<file path="src/common/sbtc_pkg.sv">
// What this block does
// - Order: init, selection, function, else silent
// - Every transaction opens with reset and presence
// - Decode five 8-bit selection commands after init
// - Read-identity sends all 64 identity bits
// - Match: respond only when all 64 bits match
// - Skip selection addresses every device at once
// - Alarm search joins only with alarm set
// - Conversion stores two-byte temperature, then idles
// - Read slots show 0 converting, 1 done
// - Scratchpad write fills thresholds then configuration
// - Scratchpad read sends bytes 0..8, LSB first
// - Reset abandons a scratchpad read early
// - Copy saves thresholds and configuration to nonvolatile
// - Recall reloads thresholds and configuration from nonvolatile
// - Read slots show 0 recalling, 1 done
// - Recall runs automatically at power-up
// - All bits travel least significant first
// - Line low over 480 us resets transaction
// - Identity: family low, serial, CRC top
// - CRC x^8+x^5+x^4+1 from zero, bit order
`default_nettype none
package sbtc_pkg;
   // Selection commands
   localparam logic [7:0] CMD_SEARCH = 8'hf0;
   localparam logic [7:0] CMD_READ_ID = 8'h33;
   localparam logic [7:0] CMD_MATCH = 8'h55;
   localparam logic [7:0] CMD_SKIP = 8'hcc;
   localparam logic [7:0] CMD_ALARM_SEARCH = 8'hec;
   // Function commands
   localparam logic [7:0] CMD_CONVERT = 8'h44;
   localparam logic [7:0] CMD_WR_SCRATCH = 8'h4e;
   localparam logic [7:0] CMD_RD_SCRATCH = 8'hbe;
   localparam logic [7:0] CMD_COPY = 8'h48;
   localparam logic [7:0] CMD_NV_TO_SCRATCH = 8'hb8;

   // Bit counts of each phase
   localparam logic [6:0] CMD_BITS = 7'd8;
   localparam logic [6:0] ID_BITS = 7'd64;
   localparam logic [6:0] WR_SCRATCH_BITS = 7'd24;
   localparam logic [6:0] RD_SCRATCH_BITS = 7'd72;
   localparam logic [6:0] CRC_FIRST_BIT = 7'd64;

   // Timing, 100 MHz core clock
   localparam int CLK_PERIOD_NS = 10;
   localparam int RESET_LOW_NS = 480000;
   localparam int RESET_LOW_CYC = (RESET_LOW_NS + CLK_PERIOD_NS - 1) / CLK_PERIOD_NS;
   localparam int NV_RECALL_NS = 10000;
   localparam int NV_RECALL_CYC = (NV_RECALL_NS + CLK_PERIOD_NS - 1) / CLK_PERIOD_NS;
   localparam logic [15:0] NV_RECALL_CNT = 16'(NV_RECALL_CYC);

   // Scratchpad reset values and fixed bytes
   localparam logic [7:0] HIGH_ALARM_RST = 8'h4b;
   localparam logic [7:0] LOW_ALARM_RST = 8'h46;
   localparam logic [7:0] CFG_RST = 8'h7f;
   localparam logic [7:0] CFG_WR_MASK = 8'h60;
   localparam logic [7:0] CFG_FIXED = 8'h1f;
   localparam logic [15:0] TEMP_RST = 16'h0550;
   localparam logic [7:0] RSVD_BYTE5 = 8'hff;
   localparam logic [7:0] RSVD_BYTE6 = 8'h00;
   localparam logic [7:0] RSVD_BYTE7 = 8'h10;

   // Wishbone register byte offsets
   localparam logic [7:0] REG_TEMP_IN = 8'h00;
   localparam logic [7:0] REG_CTRL = 8'h04;
   localparam logic [7:0] REG_STATUS = 8'h08;
   localparam logic [7:0] REG_SCRATCH = 8'h0c;
   localparam logic [7:0] REG_NV = 8'h10;
   localparam logic [7:0] REG_TEMP = 8'h14;
   localparam int CTRL_CONV_DONE_BIT = 0;

   // Reflected form of x^8+x^5+x^4+1
   localparam logic [7:0] CRC_POLY_REFL = 8'h8c;

   typedef enum logic [3:0] {
      ST_IDLE, ST_SEL_CMD, ST_READ_ID, ST_MATCH, ST_SEARCH, ST_FUNC_CMD,
      ST_CONVERT, ST_WR_SCRATCH, ST_RD_SCRATCH, ST_RECALL, ST_HALT
   } sbtc_state_t;

   // One serial CRC step, data bit shifted in LSB first
   function automatic logic [7:0] sbtc_crc_step(input logic [7:0] crc, input logic din);
      logic fb;
      fb = crc[0] ^ din;
      sbtc_crc_step = {1'b0, crc[7:1]} ^ (fb ? CRC_POLY_REFL : 8'h00);
   endfunction

   // CRC of the low 56 identity bits
   function automatic logic [7:0] sbtc_crc56(input logic [55:0] d);
      logic [7:0] c;
      c = 8'h00;
      for (int i = 0; i < 56; i++)
      begin
         c = sbtc_crc_step(c, d[i]);
      end
      sbtc_crc56 = c;
   endfunction
endpackage
`default_nettype wire

</file>
<file path="src/common/sbtc_line_if.sv">
`timescale 1ns/1ps
`default_nettype none
// Carries the long-low reset event from the line watcher to the command core
interface sbtc_line_if;
   logic line_reset;
   modport watcher (output line_reset);
   modport core (input line_reset);
endinterface
`default_nettype wire

</file>
<file path="src/core/sbtc_cmd_core.sv">
`timescale 1ns/1ps
`default_nettype none
module sbtc_cmd_core
   import sbtc_pkg::*;
#(
   parameter int RESET_CYC = RESET_LOW_CYC,
   parameter logic [7:0] FAMILY_CODE = 8'h5a,  // Arbitrary value
   parameter logic [47:0] SERIAL_NUM = 48'h0123456789ab  // Arbitrary value
)
(
   input wire logic core_clk,
   input wire logic rst,
   input wire logic dq_in,
   input wire logic slot_wr_valid,
   input wire logic slot_wr_bit,
   input wire logic slot_rd_req,
   output logic slot_rd_bit,
   output logic conv_active,
   input wire logic wb_cyc_i,
   input wire logic wb_stb_i,
   input wire logic wb_we_i,
   input wire logic [7:0] wb_adr_i,
   input wire logic [3:0] wb_sel_i,
   input wire logic [31:0] wb_dat_i,
   output logic [31:0] wb_dat_o,
   output logic wb_ack_o
);
   import sbtc_pkg::*;

   // Identity layout: family low, serial, CRC on top
   localparam logic [55:0] ID_LOW = {SERIAL_NUM, FAMILY_CODE};
   localparam logic [63:0] ID_CODE = {sbtc_crc56(ID_LOW), ID_LOW};

   sbtc_line_if line ();

   sbtc_line_watch #(
      .RESET_CYC(RESET_CYC)
   ) u_watch (
      .core_clk(core_clk),
      .rst(rst),
      .dq_in(dq_in),
      .line(line)
   );

   sbtc_state_t state_q, state_d;
   logic [6:0] bit_cnt_q, bit_cnt_d;
   logic [1:0] phase_q, phase_d;
   logic [7:0] shift_q, shift_d;
   logic [7:0] crc_q, crc_d;
   logic match_ok_q, match_ok_d;
   logic [7:0] high_alarm_threshold_q, high_alarm_threshold_d;
   logic [7:0] low_alarm_threshold_q, low_alarm_threshold_d;
   logic [7:0] cfg_q, cfg_d;
   logic [23:0] nv_q, nv_d;
   logic [15:0] recall_cnt_q, recall_cnt_d;
   logic conv_busy_q, conv_busy_d;
   logic alarm_q, alarm_d;
   logic [15:0] temp_q, temp_d;
   logic rd_bit_q, rd_bit_d;
   logic [15:0] temp_in_q, temp_in_d;
   logic ack_q, ack_d;
   logic [31:0] dat_q, dat_d;

   logic recall_busy;
   logic conv_done_wr;
   logic [7:0] cur_byte;
   logic cur_sp_bit;
   logic id_bit;
   logic [7:0] rx_byte;
   logic [7:0] tmp_hi;

   assign recall_busy = (recall_cnt_q != 16'd0);
   assign id_bit = ID_CODE[bit_cnt_q[5:0]];
   assign rx_byte = {slot_wr_bit, shift_q[7:1]};
   assign tmp_hi = temp_in_q[11:4];
   // Conversion result handed over when software writes the done bit
   assign conv_done_wr = wb_cyc_i && wb_stb_i && wb_we_i && ack_q && wb_sel_i[0]
      && (wb_adr_i == REG_CTRL) && wb_dat_i[CTRL_CONV_DONE_BIT];

   // Scratchpad byte currently being shifted out
   always_comb
   begin
      case (bit_cnt_q[6:3])
         4'd0: cur_byte = temp_q[7:0];
         4'd1: cur_byte = temp_q[15:8];
         4'd2: cur_byte = high_alarm_threshold_q;
         4'd3: cur_byte = low_alarm_threshold_q;
         4'd4: cur_byte = cfg_q;
         4'd5: cur_byte = RSVD_BYTE5;
         4'd6: cur_byte = RSVD_BYTE6;
         4'd7: cur_byte = RSVD_BYTE7;
         default: cur_byte = crc_q;
      endcase
      cur_sp_bit = cur_byte[bit_cnt_q[2:0]];
   end

   // Transaction sequencer, scratchpad and nonvolatile image
   always_comb
   begin
      state_d = state_q;
      bit_cnt_d = bit_cnt_q;
      phase_d = phase_q;
      shift_d = shift_q;
      crc_d = crc_q;
      match_ok_d = match_ok_q;
      high_alarm_threshold_d = high_alarm_threshold_q;
      low_alarm_threshold_d = low_alarm_threshold_q;
      cfg_d = cfg_q;
      nv_d = nv_q;
      recall_cnt_d = recall_cnt_q;
      conv_busy_d = conv_busy_q;
      alarm_d = alarm_q;
      temp_d = temp_q;
      // Finished conversion lands in the temperature bytes
      if (conv_done_wr && conv_busy_q)
      begin
         conv_busy_d = 1'b0;
         temp_d = temp_in_q;
         alarm_d = ($signed(tmp_hi) >= $signed(high_alarm_threshold_q))
            || ($signed(tmp_hi) <= $signed(low_alarm_threshold_q));
      end
      // Reload from the nonvolatile image when the recall timer expires
      if (recall_cnt_q == 16'd1)
      begin
         {cfg_d, low_alarm_threshold_d, high_alarm_threshold_d} = nv_q;
      end
      if (recall_busy)
      begin
         recall_cnt_d = recall_cnt_q - 16'd1;
      end
      case (state_q)
         ST_SEL_CMD, ST_FUNC_CMD, ST_MATCH, ST_WR_SCRATCH:
         begin
            if (slot_wr_valid)
            begin
               shift_d = rx_byte;
               bit_cnt_d = bit_cnt_q + 7'd1;
               if (state_q == ST_MATCH && slot_wr_bit != id_bit)
               begin
                  match_ok_d = 1'b0;
               end
               if (state_q == ST_SEL_CMD && bit_cnt_q == CMD_BITS - 7'd1)
               begin
                  bit_cnt_d = 7'd0;
                  phase_d = 2'd0;
                  match_ok_d = 1'b1;
                  case (rx_byte)
                     CMD_READ_ID: state_d = ST_READ_ID;
                     CMD_MATCH: state_d = ST_MATCH;
                     CMD_SKIP: state_d = ST_FUNC_CMD;
                     CMD_SEARCH: state_d = ST_SEARCH;
                     CMD_ALARM_SEARCH: state_d = alarm_q ? ST_SEARCH : ST_HALT;
                     default: state_d = ST_HALT;
                  endcase
               end
               if (state_q == ST_FUNC_CMD && bit_cnt_q == CMD_BITS - 7'd1)
               begin
                  bit_cnt_d = 7'd0;
                  crc_d = 8'h00;
                  case (rx_byte)
                     CMD_CONVERT:
                     begin
                        conv_busy_d = 1'b1;
                        state_d = ST_CONVERT;
                     end
                     CMD_WR_SCRATCH: state_d = ST_WR_SCRATCH;
                     CMD_RD_SCRATCH: state_d = ST_RD_SCRATCH;
                     CMD_COPY:
                     begin
                        nv_d = {cfg_q, low_alarm_threshold_q, high_alarm_threshold_q};
                        state_d = ST_HALT;
                     end
                     CMD_NV_TO_SCRATCH:
                     begin
                        recall_cnt_d = NV_RECALL_CNT;
                        state_d = ST_RECALL;
                     end
                     default: state_d = ST_HALT;
                  endcase
               end
               if (state_q == ST_MATCH && bit_cnt_q == ID_BITS - 7'd1)
               begin
                  bit_cnt_d = 7'd0;
                  // Any mismatch leaves the device deaf until reset
                  state_d = (match_ok_q && slot_wr_bit == id_bit) ? ST_FUNC_CMD : ST_HALT;
               end
               if (state_q == ST_WR_SCRATCH && bit_cnt_q[2:0] == 3'd7)
               begin
                  case (bit_cnt_q[4:3])
                     2'd0: high_alarm_threshold_d = rx_byte;
                     2'd1: low_alarm_threshold_d = rx_byte;
                     default: cfg_d = (rx_byte & CFG_WR_MASK) | CFG_FIXED;
                  endcase
                  if (bit_cnt_q == WR_SCRATCH_BITS - 7'd1)
                  begin
                     state_d = ST_HALT;
                  end
               end
            end
         end
         ST_READ_ID:
         begin
            if (slot_rd_req)
            begin
               bit_cnt_d = bit_cnt_q + 7'd1;
               if (bit_cnt_q == ID_BITS - 7'd1)
               begin
                  bit_cnt_d = 7'd0;
                  state_d = ST_FUNC_CMD;
               end
            end
         end
         ST_SEARCH:
         begin
            // Bit, complement, then the master's choice
            if (phase_q != 2'd2 && slot_rd_req)
            begin
               phase_d = phase_q + 2'd1;
            end
            else if (phase_q == 2'd2 && slot_wr_valid)
            begin
               phase_d = 2'd0;
               bit_cnt_d = bit_cnt_q + 7'd1;
               if (slot_wr_bit != id_bit || bit_cnt_q == ID_BITS - 7'd1)
               begin
                  state_d = ST_HALT;
               end
            end
         end
         ST_RD_SCRATCH:
         begin
            if (slot_rd_req)
            begin
               bit_cnt_d = bit_cnt_q + 7'd1;
               if (bit_cnt_q < CRC_FIRST_BIT)
               begin
                  crc_d = sbtc_crc_step(crc_q, cur_sp_bit);
               end
               if (bit_cnt_q == RD_SCRATCH_BITS - 7'd1)
               begin
                  state_d = ST_HALT;
               end
            end
         end
         ST_CONVERT, ST_RECALL, ST_HALT, ST_IDLE: state_d = state_q;
         default: state_d = ST_HALT;
      endcase
      // A long low wins over everything, abandoning any transfer
      if (line.line_reset)
      begin
         state_d = ST_SEL_CMD;
         bit_cnt_d = 7'd0;
         phase_d = 2'd0;
      end
   end

   // Bit presented to the next read slot; released line reads as 1
   always_comb
   begin
      case (state_q)
         ST_READ_ID: rd_bit_d = id_bit;
         ST_SEARCH: rd_bit_d = (phase_q == 2'd1) ? !id_bit : (phase_q == 2'd0) ? id_bit : 1'b1;
         ST_RD_SCRATCH: rd_bit_d = cur_sp_bit;
         ST_CONVERT: rd_bit_d = !conv_busy_q;
         ST_RECALL: rd_bit_d = !recall_busy;
         default: rd_bit_d = 1'b1;
      endcase
   end

   always_ff @(posedge core_clk or posedge rst)
   begin
      if (rst)
      begin
         state_q <= ST_IDLE;
         bit_cnt_q <= 7'd0;
         phase_q <= 2'd0;
         shift_q <= 8'h00;
         crc_q <= 8'h00;
         match_ok_q <= 1'b0;
         high_alarm_threshold_q <= HIGH_ALARM_RST;
         low_alarm_threshold_q <= LOW_ALARM_RST;
         cfg_q <= CFG_RST;
         nv_q <= {CFG_RST, LOW_ALARM_RST, HIGH_ALARM_RST};
         recall_cnt_q <= NV_RECALL_CNT;
         conv_busy_q <= 1'b0;
         alarm_q <= 1'b0;
         temp_q <= TEMP_RST;
         rd_bit_q <= 1'b1;
      end
      else
      begin
         state_q <= state_d;
         bit_cnt_q <= bit_cnt_d;
         phase_q <= phase_d;
         shift_q <= shift_d;
         crc_q <= crc_d;
         match_ok_q <= match_ok_d;
         high_alarm_threshold_q <= high_alarm_threshold_d;
         low_alarm_threshold_q <= low_alarm_threshold_d;
         cfg_q <= cfg_d;
         nv_q <= nv_d;
         recall_cnt_q <= recall_cnt_d;
         conv_busy_q <= conv_busy_d;
         alarm_q <= alarm_d;
         temp_q <= temp_d;
         rd_bit_q <= rd_bit_d;
      end
   end

   // Wishbone slave: ack one cycle after the strobe, write at the ack edge
   always_comb
   begin
      ack_d = wb_cyc_i && wb_stb_i && !ack_q;
      temp_in_d = temp_in_q;
      dat_d = 32'h0000_0000;
      if (wb_cyc_i && wb_stb_i && wb_we_i && ack_q && wb_adr_i == REG_TEMP_IN)
      begin
         if (wb_sel_i[0])
         begin
            temp_in_d[7:0] = wb_dat_i[7:0];
         end
         if (wb_sel_i[1])
         begin
            temp_in_d[15:8] = wb_dat_i[15:8];
         end
      end
      // Unmapped addresses read zero and still ack
      case (wb_adr_i)
         REG_TEMP_IN: dat_d = {16'h0000, temp_in_q};
         REG_STATUS: dat_d = {24'h000000, state_q, 1'b0, alarm_q, recall_busy, conv_busy_q};
         REG_SCRATCH: dat_d = {8'h00, cfg_q, low_alarm_threshold_q, high_alarm_threshold_q};
         REG_NV: dat_d = {8'h00, nv_q};
         REG_TEMP: dat_d = {16'h0000, temp_q};
         default: dat_d = 32'h0000_0000;
      endcase
   end

   always_ff @(posedge core_clk or posedge rst)
   begin
      if (rst)
      begin
         ack_q <= 1'b0;
         dat_q <= 32'h0000_0000;
         temp_in_q <= TEMP_RST;
      end
      else
      begin
         ack_q <= ack_d;
         dat_q <= dat_d;
         temp_in_q <= temp_in_d;
      end
   end

   assign slot_rd_bit = rd_bit_q;
   assign conv_active = conv_busy_q;
   assign wb_ack_o = ack_q;
   assign wb_dat_o = dat_q;
endmodule // sbtc_cmd_core
`default_nettype wire

</file>
<file path="src/core/sbtc_line_watch.sv">
`timescale 1ns/1ps
`default_nettype none
module sbtc_line_watch
   import sbtc_pkg::*;
#(
   parameter int RESET_CYC = RESET_LOW_CYC
)
(
   input wire logic core_clk,
   input wire logic rst,
   input wire logic dq_in,
   sbtc_line_if.watcher line
);
   logic [19:0] low_cnt_q, low_cnt_d;
   logic long_q, long_d;
   logic pulse_q, pulse_d;

   // Count low time; event fires on release so it lines up with presence
   always_comb
   begin
      low_cnt_d = low_cnt_q;
      long_d = long_q;
      pulse_d = 1'b0;
      if (!dq_in)
      begin
         if (low_cnt_q != 20'hfffff)
         begin
            low_cnt_d = low_cnt_q + 20'd1;
         end
         if (low_cnt_q >= 20'(RESET_CYC))
         begin
            long_d = 1'b1;
         end
      end
      else
      begin
         low_cnt_d = 20'd0;
         long_d = 1'b0;
         pulse_d = long_q;
      end
   end

   always_ff @(posedge core_clk or posedge rst)
   begin
      if (rst)
      begin
         low_cnt_q <= 20'd0;
         long_q <= 1'b0;
         pulse_q <= 1'b0;
      end
      else
      begin
         low_cnt_q <= low_cnt_d;
         long_q <= long_d;
         pulse_q <= pulse_d;
      end
   end

   assign line.line_reset = pulse_q;
endmodule // sbtc_line_watch
`default_nettype wire

</file>
<file path="config.mk">
export PLATFORM = sky130hd
export DESIGN_NAME = sbtc_cmd_core
export DESIGN_NICKNAME = d
export VERILOG_FILES = /design/src/common/sbtc_pkg.sv /design/src/common/sbtc_line_if.sv /design/src/core/sbtc_cmd_core.sv /design/src/core/sbtc_line_watch.sv
export SDC_FILE = /design/constraint.sdc
export NUM_CORES = 1
export LEC_CHECK = 0
export BUFFER_PORTS_ARGS = -buffer_cell sky130_fd_sc_hd__buf_2
export CAP_MARGIN = 10
export CORE_MARGIN = 10
export CORE_UTILIZATION = 60
export CTS_CLUSTER_SIZE = 24
export DETAILED_ROUTE_END_ITERATION = 8
export PLACE_DENSITY = 0.8
export SLEW_MARGIN = 20
export SYNTH_ARGS = -nofsm -noshare
export SYNTH_HDL_FRONTEND = slang
export SYNTH_SLANG_ARGS = --single-unit
</file>
<file path="constraint.sdc">
create_clock -name core_clk -period 10.4 [get_ports core_clk]
set_input_delay 2.08 -clock core_clk [delete_from_list [all_inputs] [get_ports core_clk]]
set_output_delay 2.08 -clock core_clk [all_outputs]
set_load 0.005 [all_outputs]
</file>
# Word level (Yosys, flattened, before mapping)

Memories as Yosys holds them, arrays and structs flattened.
Index checks and enable logic that the tools add are counted.

$add $sub $neg: 4
Magnitude comparators: 6
Eq/ne operators: 60
Mux-type cells: 82
Bitwise logic cells: 2
Reductions and logical operators: 47

Operators by type and width:

| operator                                                                              | number |
|---|---|
| 8-bit two-way mux                                                                     | 20 |
| 24-bit case mux with 5 select lines                                                   | 1 |
| 16-bit two-way mux                                                                    | 5 |
| 7-bit two-way mux                                                                     | 10 |
| 4-bit two-way mux                                                                     | 16 |
| 8-bit case mux with 8 select lines                                                    | 1 |
| 8-bit equality test, second input constant                                            | 5 |
| 20-bit two-way mux                                                                    | 2 |
| 4-bit case mux with 5 select lines                                                    | 2 |
| 4-bit by 3-bit equality test with 1-bit output, second input constant                 | 8 |
| 8-bit by 7-bit equality test with 1-bit output, second input constant                 | 4 |
| 7-bit case mux with 4 select lines                                                    | 1 |
| 3-bit by 2-bit inequality test with 1-bit output, second input constant               | 9 |
| 20-bit by 1-bit adder with 20-bit output, second input constant                       | 1 |
| 20-bit by 16-bit greater-or-equal comparator with 1-bit output, second input constant | 1 |
| 20-bit inequality test, second input constant                                         | 1 |
| 1-bit logical AND                                                                     | 17 |
| 16-bit by 1-bit equality test with 1-bit output, second input constant                | 1 |
| 4-bit by 2-bit equality test with 1-bit output, second input constant                 | 4 |
| 8-bit by 4-bit equality test with 1-bit output, second input constant                 | 2 |
| 8-bit by 5-bit equality test with 1-bit output, second input constant                 | 2 |
| 4-bit case mux with 4 select lines                                                    | 1 |
| 8-bit case mux with 2 select lines                                                    | 1 |
| 16-bit nonzero test                                                                   | 1 |
| 47 further kinds                                                                      | 85 |

Bits in registers: 184
Bits in read-only memories: 64
Input port bits: 53
Memories: 1

Memories:

| memory          | words | bits a word | rd ports | clocked after Yosys merged registers in | wr ports | line                | text |
|---|---|---|---|---|---|---|---|
| (no name shown) | 64    | 1           | 1        | 0                                       | 0        | sbtc_cmd_core.sv:73 | `assign id_bit = ID_CODE[bit_cnt_q[5:0]];` |

# Longest topological paths before layout

Word-level depth: 12
Mapped depth: 10
Gate-level depth less buffers: 9

# By module

Synthesis repeated with hierarchy kept, for this count alone.

Cells, all modules: 1018
Area, all modules: 9988.3 um^2

Modules (own cells, without submodules):

| module          | times used | cells an instance | area an instance (um^2) | sequential area each (um^2) |
|---|---|---|---|---|
| sbtc_cmd_core   | 1          | 886               | 8703.3                  | 3882.5 |
| sbtc_line_watch | 1          | 132               | 1285.0                  | 550.5 |

# Worst setup path after synthesis

Ideal clock, no wire load.

Path kind: input to register
Start: input port slot_wr_bit
End: register nv_q[11]
Library setup time: 125 ps
Arrival time: 3787 ps
Slack: 6489 ps
Cell stages on the path: 6
Path buffers: 2
Path through: clkbuf_1 -> nor4b_1 -> inv_1 -> nor4_4 -> buf_6 -> mux2_2

Cells in the longest elaborated chain, start to end: 2

Ends and longest elaborated chain:

| element                                        | line                 | text |
|---|---|---|
| from (decl)                                    | sbtc_cmd_core.sv:15  | `input wire logic slot_wr_bit,` |
| 8-bit by 7-bit equality test with 1-bit output | sbtc_cmd_core.sv:160 | `case (rx_byte)` |
| 4-bit AND reduction (no source line)           | --                   |  |
| to (signal assigned)                           | sbtc_cmd_core.sv:283 | `nv_q <= {CFG_RST, LOW_ALARM_RST, HIGH_ALARM_RST};` |
| to (signal assigned)                           | sbtc_cmd_core.sv:301 | `nv_q <= nv_d;` |
| to (decl)                                      | sbtc_cmd_core.sv:54  | `logic [23:0] nv_q, nv_d;` |

Every way passes these cells.
A chain may end at the register's enable or synchronous reset.

# Final worst setup path

Start: input port slot_wr_bit
End: register nv_q[15]

The elaborated chain is that of the path after synthesis.

==> flow_metrics.py <==
metrics = {
    "status": {
        "status": "finished, final reports clean",
    },
    "synthesis": {
        "synth_area_um2": 9770,
        "avgSynthCellArea_um2": 9.80,
        "ys.flop_type": "dfrtp_1",
        "ys_types": 85,
        "netlist_instances": 996,
        "yosys_warnings": 0,
        "synth-seq-cells": 175,
        "seq_area_frac_synth_pct": 45.4,
        "synthArstFlopShare_pct": 100,
        "synth_edf_count": 0,
    },
    "power": {
        "power_leakage_nw": 5.07,
        "power_density_nw_per_um2": 191,
        "vdd_drop_max_uv": 136,
        "p_total_mw": 2.05,
    },
    "sta": {
        "rsz0062_at_grt": "false",
        "max_freq_ghz": 0.271,
        "finalCritPeriodShare_pct": 35.5,
        "finalCriticalPeriod_ns": 3.69,
        "setup-tns-final_ns": 0,
        "finClkSkew_ns": 0.00769,
        "setup_viol": 0,
        "whs_ns": 0.446,
        "setup_ws_ns": 6.71,
        "hold_violations": 0,
        "worstMarginPinSlew_ns": 1.04,
        "relSlewSlack_pct": 30.5,
        "slew_violations": 0,
    },
    "cells_and_area": {
        "multi_input_area_um2": 4880,
        "mostFrequentLayoutCells": "144 x nand2_1, 132 x dfrtp_1, 71 x nor2_1, 61 x buf_2, 51 x o21ai_0",
        "drive_gt1_share_pct": 21.7,
        "antennaDiodeCount": 0,
        "area_delta_synth_final_pct": 9.80,
        "instances_no_fill": 1260,
        "final_util_pct": 67.3,
        "final_nets": 1113,
        "fin_area_um2": 10700,
        "final_common_cell": "nand2_1",
        "seq_area_um2": 4430,
        "fillers": 1240,
    },
    "setup_path": {
        "critPathMaxFanout": 24,
        "crit_arrival_ns": 4.00,
        "startpoint_type": "input pin",
        "crit_required_ns": 10.71,
        "worstSetupEndpointType": "flip-flop",
        "critical_path_class": "input pin to flip-flop",
        "r2r_cells": 7,
    },
    "place": {
        "pre_cts_ws_ns": 6.33,
        "routabilityCongestion": 0.895,
        "io_buffers": 61,
        "dpl_cell_area_um2": 10100,
        "dpl.hpwl_um": 16200,
        "place_inst": 1228,
    },
    "detailed_routing": {
        "ant_nets": 0,
        "routedWlPerCell_um": 19.2,
        "first_iter_violations": 786,
        "drc": 0,
        "routed_wl_um": 24200,
        "vias": 7854,
        "vias_per_cell": 6.23,
        "drt_first_pass_iters": 5,
    },
    "floorplanning": {
        "dieArea_um2": 21800,
        "fp.dieW_um": 148,
        "boundaryPins": 88,
        "core_um2": 15900,
        "num_rows": 46,
        "die_h_um": 148,
        "initial_core_util_pct": 61.3,
    },
    "grt": {
        "busiest_layer": "met2",
        "antenna_found_initial": 0,
        "overflow": 0,
        "grt_use_met1_pct": 28.9,
        "globalRouteMet3Util_pct": 4.76,
        "grt_use_total_pct": 22.1,
        "grt_start_max_net_pins": 96,
        "grt_pass1_vias": 7664,
        "use_met2_pct": 36.0,
        "grt_pass1_wl_um": 39300,
    },
    "run": {
        "cap_violations": 0,
    },
    "worst_hold_path": {
        "hold_class": "flip-flop to flip-flop",
        "whs_path_depth": 1,
    },
    "clock_network": {
        "cts-htree-levels": 4,
        "clk_path_buf_depth": 2,
        "clk_latency_ns": 0.43,
        "post_cts_buffers": 0,
        "cts_tree": "built",
        "ctsResizeCount": 0,
        "root_buffer": "clkbuf_16",
        "cts_hold_buffers": 0,
        "numClockSinks": 175,
        "cts_made_buffers": 17,
        "clkTransAtPathRegs_ns": 0.07,
    },
}
critical path: stages:
cell     delay (ns)
buf_2          0.20
nor4b_1        0.53
inv_1          0.14
nor4_4         0.26
buf_4          0.38
mux2_1         0.38
state kept, by name, indices dropped and copies added, names as in the netlist, 16 cells and up:
signal,cells
wb_dat_o,24
nv_q,24
temp_q,16
u_watch.low_cnt_q,20
temp_in_q,16
recall_cnt_q,16
where the power goes:
| group | switching, mW | total [mW] | internal (mW) |
|---|---|---|---|
| sequential | 0.163 | 0.914 | 0.751 |
| combinational | 0.271 | 0.480 | 0.210 |
| clock | 0.287 | 0.652 | 0.366 |
| total | 0.720 | 2.05 | 1.33 |
per-layer routing:
layer	part of all wire, %	wire length (um)	vias up
met3	8.3	2000	49
met4	1.9	463	0
met5	0	0	-
met1	41	10000	3845
met2	48	11700	339
li1	-	-	3621
Yosys cell counts, drive strengths merged, types with 7 or more instances:
cell | n | area share (%)
nor2b | 7 | 0.45
mux2 | 54 | 6.2
and3 | 9 | 0.58
a31oi | 10 | 0.64
o21ai | 54 | 2.8
nand2 | 145 | 5.7
inv | 37 | 1.4
xor2 | 14 | 1.3
nand3 | 35 | 1.8
nand2b | 10 | 0.64
a22o | 10 | 0.90
a21o | 8 | 0.62
a221o | 8 | 0.82
a21oi | 27 | 1.4
mux2i | 37 | 3.8
nor2 | 73 | 2.9
dfstp | 43 | 12
buf | 29 | 2.2
clkbuf | 35 | 1.3
nor3 | 30 | 1.7
a222oi | 10 | 1.0
nor4 | 16 | 1.5
ha | 29 | 3.7
dfrtp | 132 | 34
xnor2 | 15 | 1.3
cells by family after synthesis:
| family | Yosys count | synth area share [%] |
|---|---|---|
| other | 1 | 0.0384 |
| adder cells (fa/ha/maj) | 29 | 3.72 |
| buffers and inverters | 101 | 5.00 |
| XOR/XNOR | 29 | 2.60 |
| multiplexers | 91 | 10.0 |
| AO/OA/AOI/OAI | 193 | 13.8 |
| AND/OR/NAND/NOR | 377 | 19.5 |
| flip-flops | 175 | 45.4 |
final timing paths:
kind	slack, ns	to	start
min in group asynchronous	1.78	temp_in_q[5]$_DFFE_PP0P_	rst
worst max-delay path	6.71	nv_q[15]$_DFFE_PP0P_	slot_wr_bit
worst min register to register	0.45	wb_ack_o$_DFF_PP0_	wb_ack_o$_DFF_PP0_
worst max register to register	7.22	slot_rd_bit$_DFF_PP1_	bit_cnt_q[3]$_DFFE_PP0P_
worst min-delay path	0.45	wb_ack_o$_DFF_PP0_	wb_ack_o$_DFF_PP0_
max in group asynchronous	7.08	bit_cnt_q[3]$_DFFE_PP0P_	rst
cell type report:
type / count / share of cell area, %
clock inverter: 13 / 1.44
timing repair buffer: 73 / 3.69
inverter: 37 / 1.34
sequential: 175 / 41.3
clock buffer: 19 / 4.13
multi-input combinational: 727 / 45.5
tap: 216 / 2.52
Note: power is estimated with default switching activity, not from simulation.
